`config.mk`:
```
export PLATFORM = sky130hd
export DESIGN_NAME = fail_safe_supervisor
export DESIGN_NICKNAME = d
export VERILOG_FILES = /design/src/fail_safe_pkg.sv /design/src/fail_safe_supervisor.sv
export SDC_FILE = /design/constraint.sdc
export NUM_CORES = 1
export LEC_CHECK = 0
export BUFFER_PORTS_ARGS = -buffer_cell sky130_fd_sc_hd__buf_2
export CAP_MARGIN = 30
export CORE_MARGIN = 3
export CORE_UTILIZATION = 28
export CTS_BUF_LIST = sky130_fd_sc_hd__clkbuf_16
export DETAILED_ROUTE_END_ITERATION = 16
export SYNTH_ARGS = -nofsm -noshare
export SYNTH_HDL_FRONTEND = slang
export SYNTH_SLANG_ARGS = --single-unit
```
`constraint.sdc`:
```
create_clock -name clk -period 2.55 [get_ports clk]
set_input_delay 0.51 -clock clk [delete_from_list [all_inputs] [get_ports clk]]
set_output_delay 0.51 -clock clk [all_outputs]
set_load 0.1 [all_outputs]
```
`src/fail_safe_pkg.sv`:
```
package fail_safe_pkg;

  // register byte offsets on the APB window
  localparam logic [7:0] OFS_CTRL = 8'h00;
  localparam logic [7:0] OFS_RELOAD = 8'h04;
  localparam logic [7:0] OFS_STATUS = 8'h08;
  localparam logic [7:0] OFS_IRQ_STAT = 8'h0C;
  localparam logic [7:0] OFS_IRQ_MASK = 8'h10;
  localparam logic [7:0] OFS_COUNT = 8'h14;

  // control word, low five bits of OFS_CTRL
  localparam int CTRL_W = 5;
  typedef struct packed {
    logic powerDown;
    logic idleMode;
    logic slowRate;
    logic watchdogStartBit;
    logic watchdogRefreshBit;
  } ctrl_t;
  localparam ctrl_t CTRL_RESET = ctrl_t'(5'h00);

  // status word, low five bits of OFS_STATUS
  localparam int STAT_W = 5;
  typedef struct packed {
    logic idleMode;
    logic inPowerDown;
    logic clockOnRc;
    logic running;
    logic watchdogResetCauseFlag;
  } status_t;

  // sticky interrupt bits
  localparam int IRQ_W = 2;
  localparam int IRQ_WDT_OVF = 0;
  localparam int IRQ_OSC_FAIL = 1;
  localparam logic [IRQ_W-1:0] IRQ_MASK_RESET = 2'h0;

  // watchdog counter geometry and prescalers
  localparam int WDT_W = 15;
  localparam int RELOAD_W = 7;
  localparam int LOW_W = WDT_W - RELOAD_W;
  localparam logic [RELOAD_W-1:0] RELOAD_RESET = 7'h00;
  localparam logic [WDT_W-1:0] WDT_MAX = 15'h7FFF;
  localparam int MACHINE_DIV = 6;
  localparam int PRE_DIV16 = 16;
  localparam logic [2:0] MACH_LAST = 3'(MACHINE_DIV - 1);
  localparam logic [3:0] PRE16_LAST = 4'(PRE_DIV16 - 1);

  // oscillator supervision timing
  localparam int CLK_HZ = 25_000_000;
  localparam int SETTLE_US = 1000;
  localparam int SETTLE_CYCLES = (CLK_HZ / 1_000_000) * SETTLE_US;
  localparam int SETTLE_W = 16;
  localparam logic [3:0] RC_WINDOW = 4'h8;
  localparam int HOLD_W = 5;
  localparam logic [HOLD_W-1:0] RESET_HOLD = 5'h10;

  // fetch addresses presented on release
  localparam logic [15:0] VEC_RESET = 16'h0000;
  localparam logic [15:0] VEC_WAKE = 16'h007B;

  typedef enum logic [4:0] {
    OSC_FAIL = 5'b00001,
    OSC_SETTLE = 5'b00010,
    OSC_RUN = 5'b00100,
    OSC_PDOWN = 5'b01000,
    OSC_WAKE = 5'b10000
  } osc_state_t;

endpackage

```
`src/fail_safe_supervisor.sv`:
```
// Local design decisions: the APB slave port and the register addresses.
`timescale 1ns/1ns
module fail_safe_supervisor #(
  parameter int SETTLE_CYCLES = fail_safe_pkg::SETTLE_CYCLES
) (
  input wire logic clk,
  input wire logic rst_n,
  input wire logic psel,
  input wire logic penable,
  input wire logic pwrite,
  input wire logic [7:0] paddr,
  input wire logic [31:0] pwdata,
  output logic [31:0] prdata,
  output logic pready,
  output logic pslverr,
  input wire logic mainOscIn,
  input wire logic rcOscIn,
  input wire logic externalIrqZeroPin,
  input wire logic canReceivePin,
  output logic cpuReset,
  output logic clockSelRc,
  output logic oscEnable,
  output logic vectorValid,
  output logic [15:0] vectorAddr,
  output logic irq
);

  // pin synchronisers: main osc, rc osc, irq zero, can receive
  logic [3:0] pinRaw;
  logic [3:0] pinMeta_q;
  logic [3:0] pinSync_q;
  logic [3:0] pinPrev_q;
  assign pinRaw = {canReceivePin, externalIrqZeroPin, rcOscIn, mainOscIn};

  for (genvar i = 0; i < 4; i++) begin : gSync
    always_ff @(posedge clk or negedge rst_n) begin
      if (!rst_n) begin
        pinMeta_q[i] <= 1'b1;
        pinSync_q[i] <= 1'b1;
        pinPrev_q[i] <= 1'b1;
      end else begin
        pinMeta_q[i] <= pinRaw[i];
        pinSync_q[i] <= pinMeta_q[i];
        pinPrev_q[i] <= pinSync_q[i];
      end
    end
  end

  logic mainEdge;
  logic rcEdge;
  logic wakePinLow;
  assign mainEdge = pinSync_q[0] && !pinPrev_q[0];
  assign rcEdge = pinSync_q[1] && !pinPrev_q[1];
  assign wakePinLow = !pinSync_q[2] || !pinSync_q[3];

  // apb slave: one wait-free access phase, answer prepared in setup
  logic pready_q;
  logic pslverr_q;
  logic [31:0] prdata_q;
  logic addrHit;
  logic [31:0] readWord;
  logic setup;
  logic wrEn;
  logic ctrlWr;
  fail_safe_pkg::ctrl_t wrCtrl;

  fail_safe_pkg::ctrl_t ctrl_q;
  logic [fail_safe_pkg::RELOAD_W-1:0] reload_q;
  logic [fail_safe_pkg::IRQ_W-1:0] irqStat_q;
  logic [fail_safe_pkg::IRQ_W-1:0] irqMask_q;
  logic [fail_safe_pkg::WDT_W-1:0] count_q;
  logic running_q;
  logic cause_q;
  fail_safe_pkg::osc_state_t oscState_q;
  fail_safe_pkg::status_t statusWord;

  assign setup = psel && !penable;
  assign wrEn = psel && penable && pready_q && pwrite && !pslverr_q;
  assign wrCtrl = fail_safe_pkg::ctrl_t'(pwdata[fail_safe_pkg::CTRL_W-1:0]);
  assign ctrlWr = wrEn && (paddr == fail_safe_pkg::OFS_CTRL);

  assign statusWord = '{idleMode: ctrl_q.idleMode,
                        inPowerDown: oscState_q == fail_safe_pkg::OSC_PDOWN,
                        clockOnRc: clockSelRc,
                        running: running_q,
                        watchdogResetCauseFlag: cause_q};

  always_comb begin
    addrHit = 1'b1;
    readWord = 32'h0000_0000;
    unique case (paddr)
      fail_safe_pkg::OFS_CTRL: begin
        readWord[fail_safe_pkg::CTRL_W-1:0] =
          {ctrl_q.powerDown, ctrl_q.idleMode, ctrl_q.slowRate, running_q, 1'b0};
      end
      fail_safe_pkg::OFS_RELOAD: readWord[fail_safe_pkg::RELOAD_W-1:0] = reload_q;
      fail_safe_pkg::OFS_STATUS: readWord[fail_safe_pkg::STAT_W-1:0] = statusWord;
      fail_safe_pkg::OFS_IRQ_STAT: readWord[fail_safe_pkg::IRQ_W-1:0] = irqStat_q;
      fail_safe_pkg::OFS_IRQ_MASK: readWord[fail_safe_pkg::IRQ_W-1:0] = irqMask_q;
      fail_safe_pkg::OFS_COUNT: readWord[fail_safe_pkg::WDT_W-1:0] = count_q;
      default: addrHit = 1'b0;
    endcase
  end

  always_ff @(posedge clk or negedge rst_n) begin
    if (!rst_n) begin
      pready_q <= 1'b0;
      pslverr_q <= 1'b0;
      prdata_q <= 32'h0000_0000;
    end else begin
      pready_q <= setup;
      pslverr_q <= setup && !addrHit;
      if (setup) begin
        prdata_q <= addrHit ? readWord : 32'h0000_0000;
      end
    end
  end

  // refresh pairing: the write right after a refresh-bit write
  logic armed_q;
  logic refreshNow;
  assign refreshNow = ctrlWr && wrCtrl.watchdogStartBit && armed_q && running_q;

  always_ff @(posedge clk or negedge rst_n) begin
    if (!rst_n) begin
      armed_q <= 1'b0;
    end else if (wrEn) begin
      // any other write without pslverr in between breaks the pair
      armed_q <= ctrlWr && wrCtrl.watchdogRefreshBit;
    end
  end

  // prescaler chain, frozen along with the counter
  logic wdtRun;
  logic div2_q;
  logic [2:0] mach_q;
  logic [3:0] pre16_q;
  logic machTick;
  logic wdtTick;
  logic overflowEv;
  // idle and power-down halt the count
  assign wdtRun = running_q && !ctrl_q.idleMode && oscState_q == fail_safe_pkg::OSC_RUN;
  assign machTick = wdtRun && div2_q && (mach_q == fail_safe_pkg::MACH_LAST);
  assign wdtTick = ctrl_q.slowRate ? machTick && (pre16_q == fail_safe_pkg::PRE16_LAST)
                                   : machTick;
  assign overflowEv = wdtTick && !refreshNow && (count_q == fail_safe_pkg::WDT_MAX);

  always_ff @(posedge clk or negedge rst_n) begin
    if (!rst_n) begin
      div2_q <= 1'b0;
      mach_q <= 3'h0;
      pre16_q <= 4'h0;
    end else if (wdtRun) begin
      div2_q <= !div2_q;
      if (div2_q) begin
        mach_q <= (mach_q == fail_safe_pkg::MACH_LAST) ? 3'h0 : 3'(mach_q + 3'h1);
      end
      if (machTick) begin
        pre16_q <= 4'(pre16_q + 4'h1);
      end
    end
  end

  always_ff @(posedge clk or negedge rst_n) begin
    if (!rst_n) begin
      count_q <= '0;
      running_q <= 1'b0;
    end else if (refreshNow) begin
      // reload into the upper bits; low bits restart at zero
      count_q <= {reload_q, {fail_safe_pkg::LOW_W{1'b0}}};
    end else if (overflowEv) begin
      // overflow ends this run through the internal reset
      count_q <= '0;
      running_q <= 1'b0;
    end else begin
      if (wdtTick) begin
        count_q <= fail_safe_pkg::WDT_W'(count_q + 15'h0001);
      end
      // start only; no path clears running apart from overflow
      if (ctrlWr && wrCtrl.watchdogStartBit) begin
        running_q <= 1'b1;
      end
    end
  end

  // cause flag: only rst_n clears it
  always_ff @(posedge clk or negedge rst_n) begin
    if (!rst_n) begin
      cause_q <= 1'b0;
    end else if (overflowEv) begin
      cause_q <= 1'b1;
    end
  end

  // oscillator comparison over a window of rc edges
  logic [3:0] rcCnt_q;
  logic [3:0] mainCnt_q;
  logic windowDone;
  logic mainSlow;
  assign windowDone = rcEdge && (rcCnt_q == 4'(fail_safe_pkg::RC_WINDOW - 4'h1));
  assign mainSlow = (mainCnt_q + {3'h0, mainEdge}) < {1'b0, fail_safe_pkg::RC_WINDOW};

  always_ff @(posedge clk or negedge rst_n) begin
    if (!rst_n) begin
      rcCnt_q <= 4'h0;
      mainCnt_q <= 4'h0;
    end else if (oscState_q == fail_safe_pkg::OSC_PDOWN || windowDone) begin
      rcCnt_q <= 4'h0;
      mainCnt_q <= 4'h0;
    end else begin
      if (rcEdge) begin
        rcCnt_q <= 4'(rcCnt_q + 4'h1);
      end
      // saturate so a fast main clock never wraps to look slow
      if (mainEdge && mainCnt_q != 4'hF) begin
        mainCnt_q <= 4'(mainCnt_q + 4'h1);
      end
    end
  end

  logic [fail_safe_pkg::SETTLE_W-1:0] settleCnt_q;
  logic wakePending_q;
  logic settleDone;
  logic oscFailEv;
  logic pdownReq;
  assign settleDone = settleCnt_q == fail_safe_pkg::SETTLE_W'(SETTLE_CYCLES - 1);
  assign oscFailEv = oscState_q == fail_safe_pkg::OSC_RUN && windowDone && mainSlow;
  assign pdownReq = ctrlWr && wrCtrl.powerDown;

  // reset value is the fail state, so power-on runs the monitor too
  always_ff @(posedge clk or negedge rst_n) begin
    if (!rst_n) begin
      oscState_q <= fail_safe_pkg::OSC_FAIL;
      settleCnt_q <= '0;
      wakePending_q <= 1'b0;
    end else begin
      settleCnt_q <= '0;
      unique case (oscState_q)
        fail_safe_pkg::OSC_FAIL: begin
          wakePending_q <= 1'b0;
          if (windowDone && !mainSlow) begin
            oscState_q <= fail_safe_pkg::OSC_SETTLE;
          end
        end
        fail_safe_pkg::OSC_SETTLE: begin
          settleCnt_q <= fail_safe_pkg::SETTLE_W'(settleCnt_q + 16'h0001);
          if (windowDone && mainSlow) begin
            // failure during settling falls back to reset
            oscState_q <= fail_safe_pkg::OSC_FAIL;
          end else if (settleDone) begin
            oscState_q <= fail_safe_pkg::OSC_RUN;
            wakePending_q <= 1'b0;
          end
        end
        fail_safe_pkg::OSC_RUN: begin
          if (oscFailEv) begin
            oscState_q <= fail_safe_pkg::OSC_FAIL;
          end else if (pdownReq) begin
            oscState_q <= fail_safe_pkg::OSC_PDOWN;
          end
        end
        fail_safe_pkg::OSC_PDOWN: begin
          // low level on either wake pin
          if (wakePinLow) begin
            oscState_q <= fail_safe_pkg::OSC_WAKE;
            wakePending_q <= 1'b1;
          end
        end
        fail_safe_pkg::OSC_WAKE: begin
          // wait for main to keep up with rc before the delay
          if (windowDone && !mainSlow) begin
            oscState_q <= fail_safe_pkg::OSC_SETTLE;
          end
        end
      endcase
    end
  end

  // control register: rate, idle, power-down
  always_ff @(posedge clk or negedge rst_n) begin
    if (!rst_n) begin
      ctrl_q <= fail_safe_pkg::CTRL_RESET;
      reload_q <= fail_safe_pkg::RELOAD_RESET;
      irqMask_q <= fail_safe_pkg::IRQ_MASK_RESET;
    end else begin
      if (ctrlWr) begin
        ctrl_q.slowRate <= wrCtrl.slowRate;
        ctrl_q.idleMode <= wrCtrl.idleMode;
      end
      // power-down bit tracks the supervisor state
      ctrl_q.powerDown <= oscState_q == fail_safe_pkg::OSC_PDOWN || pdownReq;
      if (oscState_q == fail_safe_pkg::OSC_FAIL || overflowEv) begin
        ctrl_q.idleMode <= 1'b0;
      end
      if (wrEn && paddr == fail_safe_pkg::OFS_RELOAD) begin
        reload_q <= pwdata[fail_safe_pkg::RELOAD_W-1:0];
      end
      if (wrEn && paddr == fail_safe_pkg::OFS_IRQ_MASK) begin
        irqMask_q <= pwdata[fail_safe_pkg::IRQ_W-1:0];
      end
    end
  end

  // sticky events, write one to clear; a new event beats the clear
  logic [fail_safe_pkg::IRQ_W-1:0] irqSet;
  logic [fail_safe_pkg::IRQ_W-1:0] irqClr;
  assign irqSet = {oscFailEv, overflowEv};
  assign irqClr = (wrEn && paddr == fail_safe_pkg::OFS_IRQ_STAT) ?
                  pwdata[fail_safe_pkg::IRQ_W-1:0] : '0;

  always_ff @(posedge clk or negedge rst_n) begin
    if (!rst_n) begin
      irqStat_q <= '0;
      irq <= 1'b0;
    end else begin
      irqStat_q <= (irqStat_q & ~irqClr) | irqSet;
      irq <= |(irqStat_q & irqMask_q);
    end
  end

  // reset hold after overflow and the registered pin outputs
  logic [fail_safe_pkg::HOLD_W-1:0] holdCnt_q;
  logic cpuReset_q;
  logic clockSelRc_q;
  logic oscEnable_q;
  logic vectorValid_q;
  logic [15:0] vectorAddr_q;

  always_ff @(posedge clk or negedge rst_n) begin
    if (!rst_n) begin
      holdCnt_q <= '0;
      cpuReset_q <= 1'b1;
      clockSelRc_q <= 1'b1;
      oscEnable_q <= 1'b1;
      vectorValid_q <= 1'b0;
      vectorAddr_q <= fail_safe_pkg::VEC_RESET;
    end else begin
      if (overflowEv) begin
        holdCnt_q <= fail_safe_pkg::RESET_HOLD;
      end else if (holdCnt_q != '0) begin
        holdCnt_q <= fail_safe_pkg::HOLD_W'(holdCnt_q - 5'h01);
      end
      // reset while held, failed or settling from fail
      cpuReset_q <= overflowEv || holdCnt_q > 5'h01 ||
                    oscState_q == fail_safe_pkg::OSC_FAIL ||
                    (oscState_q == fail_safe_pkg::OSC_SETTLE && !wakePending_q);
      // rc clocks the part until main is proven
      clockSelRc_q <= oscState_q == fail_safe_pkg::OSC_FAIL ||
                      oscState_q == fail_safe_pkg::OSC_WAKE;
      oscEnable_q <= !(oscState_q == fail_safe_pkg::OSC_PDOWN && !wakePinLow);
      vectorValid_q <= oscState_q == fail_safe_pkg::OSC_SETTLE && settleDone &&
                       !(windowDone && mainSlow);
      if (oscState_q == fail_safe_pkg::OSC_SETTLE && settleDone) begin
        // zero after reset, fixed wake vector after power-down
        vectorAddr_q <= wakePending_q ? fail_safe_pkg::VEC_WAKE : fail_safe_pkg::VEC_RESET;
      end
    end
  end

  assign prdata = prdata_q;
  assign pready = pready_q;
  assign pslverr = pslverr_q;
  assign cpuReset = cpuReset_q;
  assign clockSelRc = clockSelRc_q;
  assign oscEnable = oscEnable_q;
  assign vectorValid = vectorValid_q;
  assign vectorAddr = vectorAddr_q;
endmodule

```
# After elaboration in Yosys (flattened, before gate mapping)
# Cells that the tools add are included.
[word_totals]
register_bits = 140
input_bits = 49
elab_cells = 184
[classes]
addsub = 8
order_cmp = 2
eq_ne = 22
mux = 35
n_bitwise = 5
reduce_logical = 74
[op_table]
columns = ["op", "n"]
rows = [
  ["two-way mux 15 bit", 4],
  ["two-way mux 5 bit", 8],
  ["logical AND 1 bit", 34],
  ["one-hot mux 5 bit (4 select lines)", 1],
  ["adder 16 x 1 -> 16 bit (second input constant)", 1],
  ["== test 16 x 15 -> 1 bit (second input constant)", 1],
  ["== test 8 x 4 -> 1 bit (second input constant)", 2],
  ["== test 8 x 5 -> 1 bit (second input constant)", 2],
  ["two-way mux 16 bit", 1],
  ["two-way mux 4 bit", 4],
  ["adder 15 x 1 -> 15 bit (second input constant)", 1],
  ["== test 15 bit (second input constant)", 1],
  ["zero test 1 bit", 15],
  ["adder 4 x 1 -> 4 bit (second input constant)", 3],
  ["one-hot mux 2 bit (6 select lines)", 1],
  ["one-hot mux 3 bit (4 select lines)", 1],
  ["nonzero test 2 bit", 5],
  ["== test 8 x 3 -> 1 bit (second input constant)", 1],
  ["zero test 8 bit", 1],
  ["logical OR 1 bit", 8],
  ["two-way mux 1 bit", 8],
  ["two-way mux 8 bit", 1],
  ["AND reduction 4 bit", 2],
  ["two-way mux 7 bit", 1],
  ["other kinds (30)", 39],
]

# Logic depth before layout (Yosys ltp)
[logic_depth]
word_depth = 14
depth_mapped = 8

# Worst setup path after synthesis
# Ideal clock, no wire load.
[synth_timing]
path_kind = "flip-flop to flip-flop"
from = "register pready_q, in the netlist pready"
to = "register cpuReset_q, in the netlist cpuReset"
t_arrival_ns = 2.113
required_ns = 2.462
path_slack_ns = 0.349
stages_incl_launch_ff = 7
path_buffers = 2
synth_period_minus_slack_ns = 2.201
path_cell_list = "dfrtp_1 -> and4_1 -> clkbuf_1 -> and3_1 -> buf_6 -> nor3_4 -> or3_1"
[synth_via]
elab_chain_cells = 13
[synth_lines]
columns = ["element", "line", "rtl"]
rows = [
  ["from (decl)", "fail_safe_supervisor.sv:57", "logic pready_q;"],
  ["from (signal assigned)", "fail_safe_supervisor.sv:111", "pready_q <= setup;"],
  ["logical AND 1 bit (3 in a row)", "fail_safe_supervisor.sv:78", "assign wrEn = psel && penable && pready_q && pwrite && !pslverr_q;"],
  ["logical AND 1 bit", "fail_safe_supervisor.sv:80", "assign ctrlWr = wrEn && (paddr == fail_safe_pkg::OFS_CTRL);"],
  ["logical AND 1 bit (3 in a row)", "fail_safe_supervisor.sv:122", "assign refreshNow = ctrlWr && wrCtrl.watchdogStartBit && armed_q && running_q;"],
  ["zero test 1 bit", "fail_safe_supervisor.sv:146", "assign overflowEv = wdtTick && !refreshNow && (count_q == fail_safe_pkg::WDT_MAX);"],
  ["logical AND 1 bit (2 in a row)", "fail_safe_supervisor.sv:146", ""],
  ["logical OR 1 bit (2 in a row)", "fail_safe_supervisor.sv:344", "cpuReset_q <= overflowEv || holdCnt_q > 5'h01 ||"],
  ["logical OR 1 bit", "fail_safe_supervisor.sv:345", "oscState_q == fail_safe_pkg::OSC_FAIL ||"],
  ["to (signal assigned)", "fail_safe_supervisor.sv:344", ""],
  ["to (decl)", "fail_safe_supervisor.sv:323", "logic cpuReset_q;"],
]
# Every way passes these cells.
# A chain may end at the register's enable or synchronous reset.

# Worst setup path in the final report
[layout_timing]
from = "register settleCnt_q[4] in the netlist's numbering"
to = "register vectorAddr_q[5], in the netlist vectorAddr[5]"
[layout_via]
elab_chain_cells = 2
[layout_lines]
columns = ["element", "line", "rtl"]
rows = [
  ["from (decl)", "fail_safe_supervisor.sv:221", "logic [fail_safe_pkg::SETTLE_W-1:0] settleCnt_q;"],
  ["from (signal assigned)", "fail_safe_supervisor.sv:246", "settleCnt_q <= fail_safe_pkg::SETTLE_W'(settleCnt_q + 16'h0001);"],
  ["== test 16 x 15 -> 1 bit", "fail_safe_supervisor.sv:226", "assign settleDone = settleCnt_q == fail_safe_pkg::SETTLE_W'(SETTLE_CYCLES - 1);"],
  ["logical AND 1 bit", "fail_safe_supervisor.sv:353", "if (oscState_q == fail_safe_pkg::OSC_SETTLE && settleDone) begin"],
  ["to (signal assigned)", "fail_safe_supervisor.sv:336", "vectorAddr_q <= fail_safe_pkg::VEC_RESET;"],
  ["to (signal assigned)", "fail_safe_supervisor.sv:355", "vectorAddr_q <= wakePending_q ? fail_safe_pkg::VEC_WAKE : fail_safe_pkg::VEC_RESET;"],
  ["to (decl)", "fail_safe_supervisor.sv:327", "logic [15:0] vectorAddr_q;"],
]
# Every way passes these cells.

==> results.toml <==
[outcome]
status = "finished clean"

[grt]
grt_antenna_before_repair = 0
grt-ovfl-total = 0
grt_pass1_vias = 3761
track_usage_pct = 11.0
grt_max_degree = 48
grt_pass1_wl_mm = 18.6

[sta]
tns_ns = 0
max_freq_mhz = 468
fin_crit_ns = 2.14
hold_ws_ns = 0.0950
fin_worst_skew_ns = 0.00856
worstMarginPinSlew_ns = 0.521
hold_violations = 0
finalSetupViolCount = 0
maxSlewHeadroom_pct = 65.2
report.final.slew_viol_count = 0
rsz0062_at_grt = "no"
period_share_pct = 83.8

[clock_tree]
htree_levels = 3
cts_setup_buffers = 0
post_cts_resize_count = 0
cts_buffers = 9
path_clk_slew_ns = 0.07
cts_tree = "yes"
cts_hold_buf = 0
insertion_delay_ns = 0.35
clock_sinks = 108
cts-root-buf = "clkbuf_16"
clockBufferDepth = 2

[synthesis]
synth_edf_count = 0
synth_warnings = 0
yosysTopAreaCell = "dfrtp_1"
async_flop_share_pct = 100
ys.flop_type = "dfrtp_1"
synth.cells.most_frequent = "dfrtp_1 (94), nor2_1 (50), nand2_1 (47)"
synth_area_mm2 = 0.00537
syn_area_per_cell_um2 = 10.2
ys_seq_area_share_pct = 50.7
ys_ff_latch = 108
synth_cells = 527
synth_top_area_share_pct = 43.8
synth_most_common_cell = "dfrtp_1"
synth_cell_types = 59
synth_area_leaders = "dfrtp_1 (44%), dfstp_2 (6.8%), buf_4 (4.5%)"

[setup_path]
cp_max_fo = 6
slowest_stage = "or4b_2"
critical_path.max_stage_delay_ns = 0.68
cp.required_ns = 2.78
end_kind = "flop"
arrival_ns = 2.37
crit_chain = "or4b_2, or4_4, nor2_1, mux2_2"
critPathKind = "flop to flop"
start_kind = "flop"

[floorplanning]
pin_count = 104
die_area_mm2 = 0.0209
rows = 50
die_h_um = 144
die_w_um = 144
core_mm2 = 0.0188
start_util_pct = 28.6

[drt]
drtAntennaViolNets = 0
drc = 0
wl_per_cell_um = 13.5
vias_per_cell = 4.75
vias = 3929
drt-initial-drc-count = 274
wirelength_mm = 11.2
dr.pass1.iters = 4

[finish]
nets = 646
drive_gt1_share_pct = 22.6
n_fill_cell = 1930
area_delta_synth_final_pct = 14.6
antenna_cells = 0
utilization_pct = 32.8

[pwr]
p_leak_uw = 0.00280
vdd_drop_max_mv = 0.423
p_per_area_mw_per_mm2 = 611

[min_path]
worstHoldPathType = "primary input to asynchronous set/reset pin"

[job]
cap_violations = 0

[placed_design]
routabilityCongestion = 0.803
place.detailed.hpwl_mm = 8.33
portBuffers = 51
==> state kept, by name, indices dropped and copies added, names as in the netlist, 5 cells and up <==
| signal | count |
|---|---|
| reload_q | 7 |
| count_q | 15 |
| settleCnt_q | 16 |
| holdCnt_q | 5 |
| prdata | 15 |
| oscState_q | 5 |
==> stage by stage <==
stage	total power [uW]	cells	setup slack (ns)	instance area, um^2
floorplan	2380	553	0.349	5470
global placement	2470	812	0.159	5880
detailed placement	2480	812	0.137	5880
CTS	3820	828	0.407	6150
global route	3950	828	0.357	6150
finish	3760	828	0.412	6150
==> cells by family after synthesis <==
group,Yosys count,synth area share [%]
compound gates,68,7.92
buf+inv,57,6.43
simple gates,231,23.3
mux,24,4.89
flops,108,50.7
xor+xnor,30,4.89
other cells,1,0.0698
fa+ha+maj,8,1.86
==> path summary, 6_finish.rpt <==
check	startpoint	to	slack [ns]	cells after the start
worst max-delay path	settleCnt_q[4]	vectorAddr[5]	0.41	4
worst min register to register	pinMeta_q[3]	pinSync_q[3]	0.35	0
min in group clk	externalIrqZeroPin	pinMeta_q[2]	0.25	1
worst min-delay path	rst_n	settleCnt_q[6]	0.09	1
max in group asynchronous	rst_n	clockSelRc	1.82	2
worst max register to register	settleCnt_q[4]	vectorAddr[5]	0.41	4
==> final cells by class <==
cell class	count	area [um^2]	area share, %
inverters	11	41.3	0.671
well taps	234	293	4.76
flip-flops and latches	108	2720	44.2
repair buffers	71	420	6.83
clock inverters	7	50.0	0.814
clock buffers	9	225	3.66
multi-input cells	388	2400	39.0
==> power by group <==
part           internal (uW)  switching [uW]  leakage [uW]
clock                    667             645      0.000130
sequential              1810            82.4       0.00134
combinational            134             420       0.00133
total                   2610            1150       0.00280
==> critical path: cells and delay by family (launching register included) <==
kind | cells | cell delay (ns)
and+or+nand+nor | 3 | 1.26
DFF | 1 | 0.43
muxes | 1 | 0.33
==> routing by layer <==
layer / vias to the layer above / track usage, % / part of all wire [%]
li1: 1927 / - / -
met1: 1925 / 15.0 / 48
met2: 70 / 17.9 / 49
met3: 7 / 2.58 / 3.0
met4: 0 / 2.26 / 0.49
met5: - / 0 / 0
==> cell usage in the layout, fill, tap and decap left out, drive strengths merged, types with 3 or more instances in the layout <==
cell type   n
o21ai      17
mux2       18
clkbuf      9
nand3b      3
xnor2      11
nor4b       3
a31oi       4
nand2b      9
a22oi       3
or2         4
conb       27
nor2       50
clkinv      3
nand4      18
a21oi      25
and3       12
o31a        3
nor3       20
or4         5
nand4b      3
or3         7
nor4        3
dfstp      14
nor2b       6
xor2       19
dfrtp      94
inv        13
buf        71
nand2      47
nand3      31
ha          8
mux2i       6
a22o        3
Note: power is estimated with default switching activity, not from simulation.
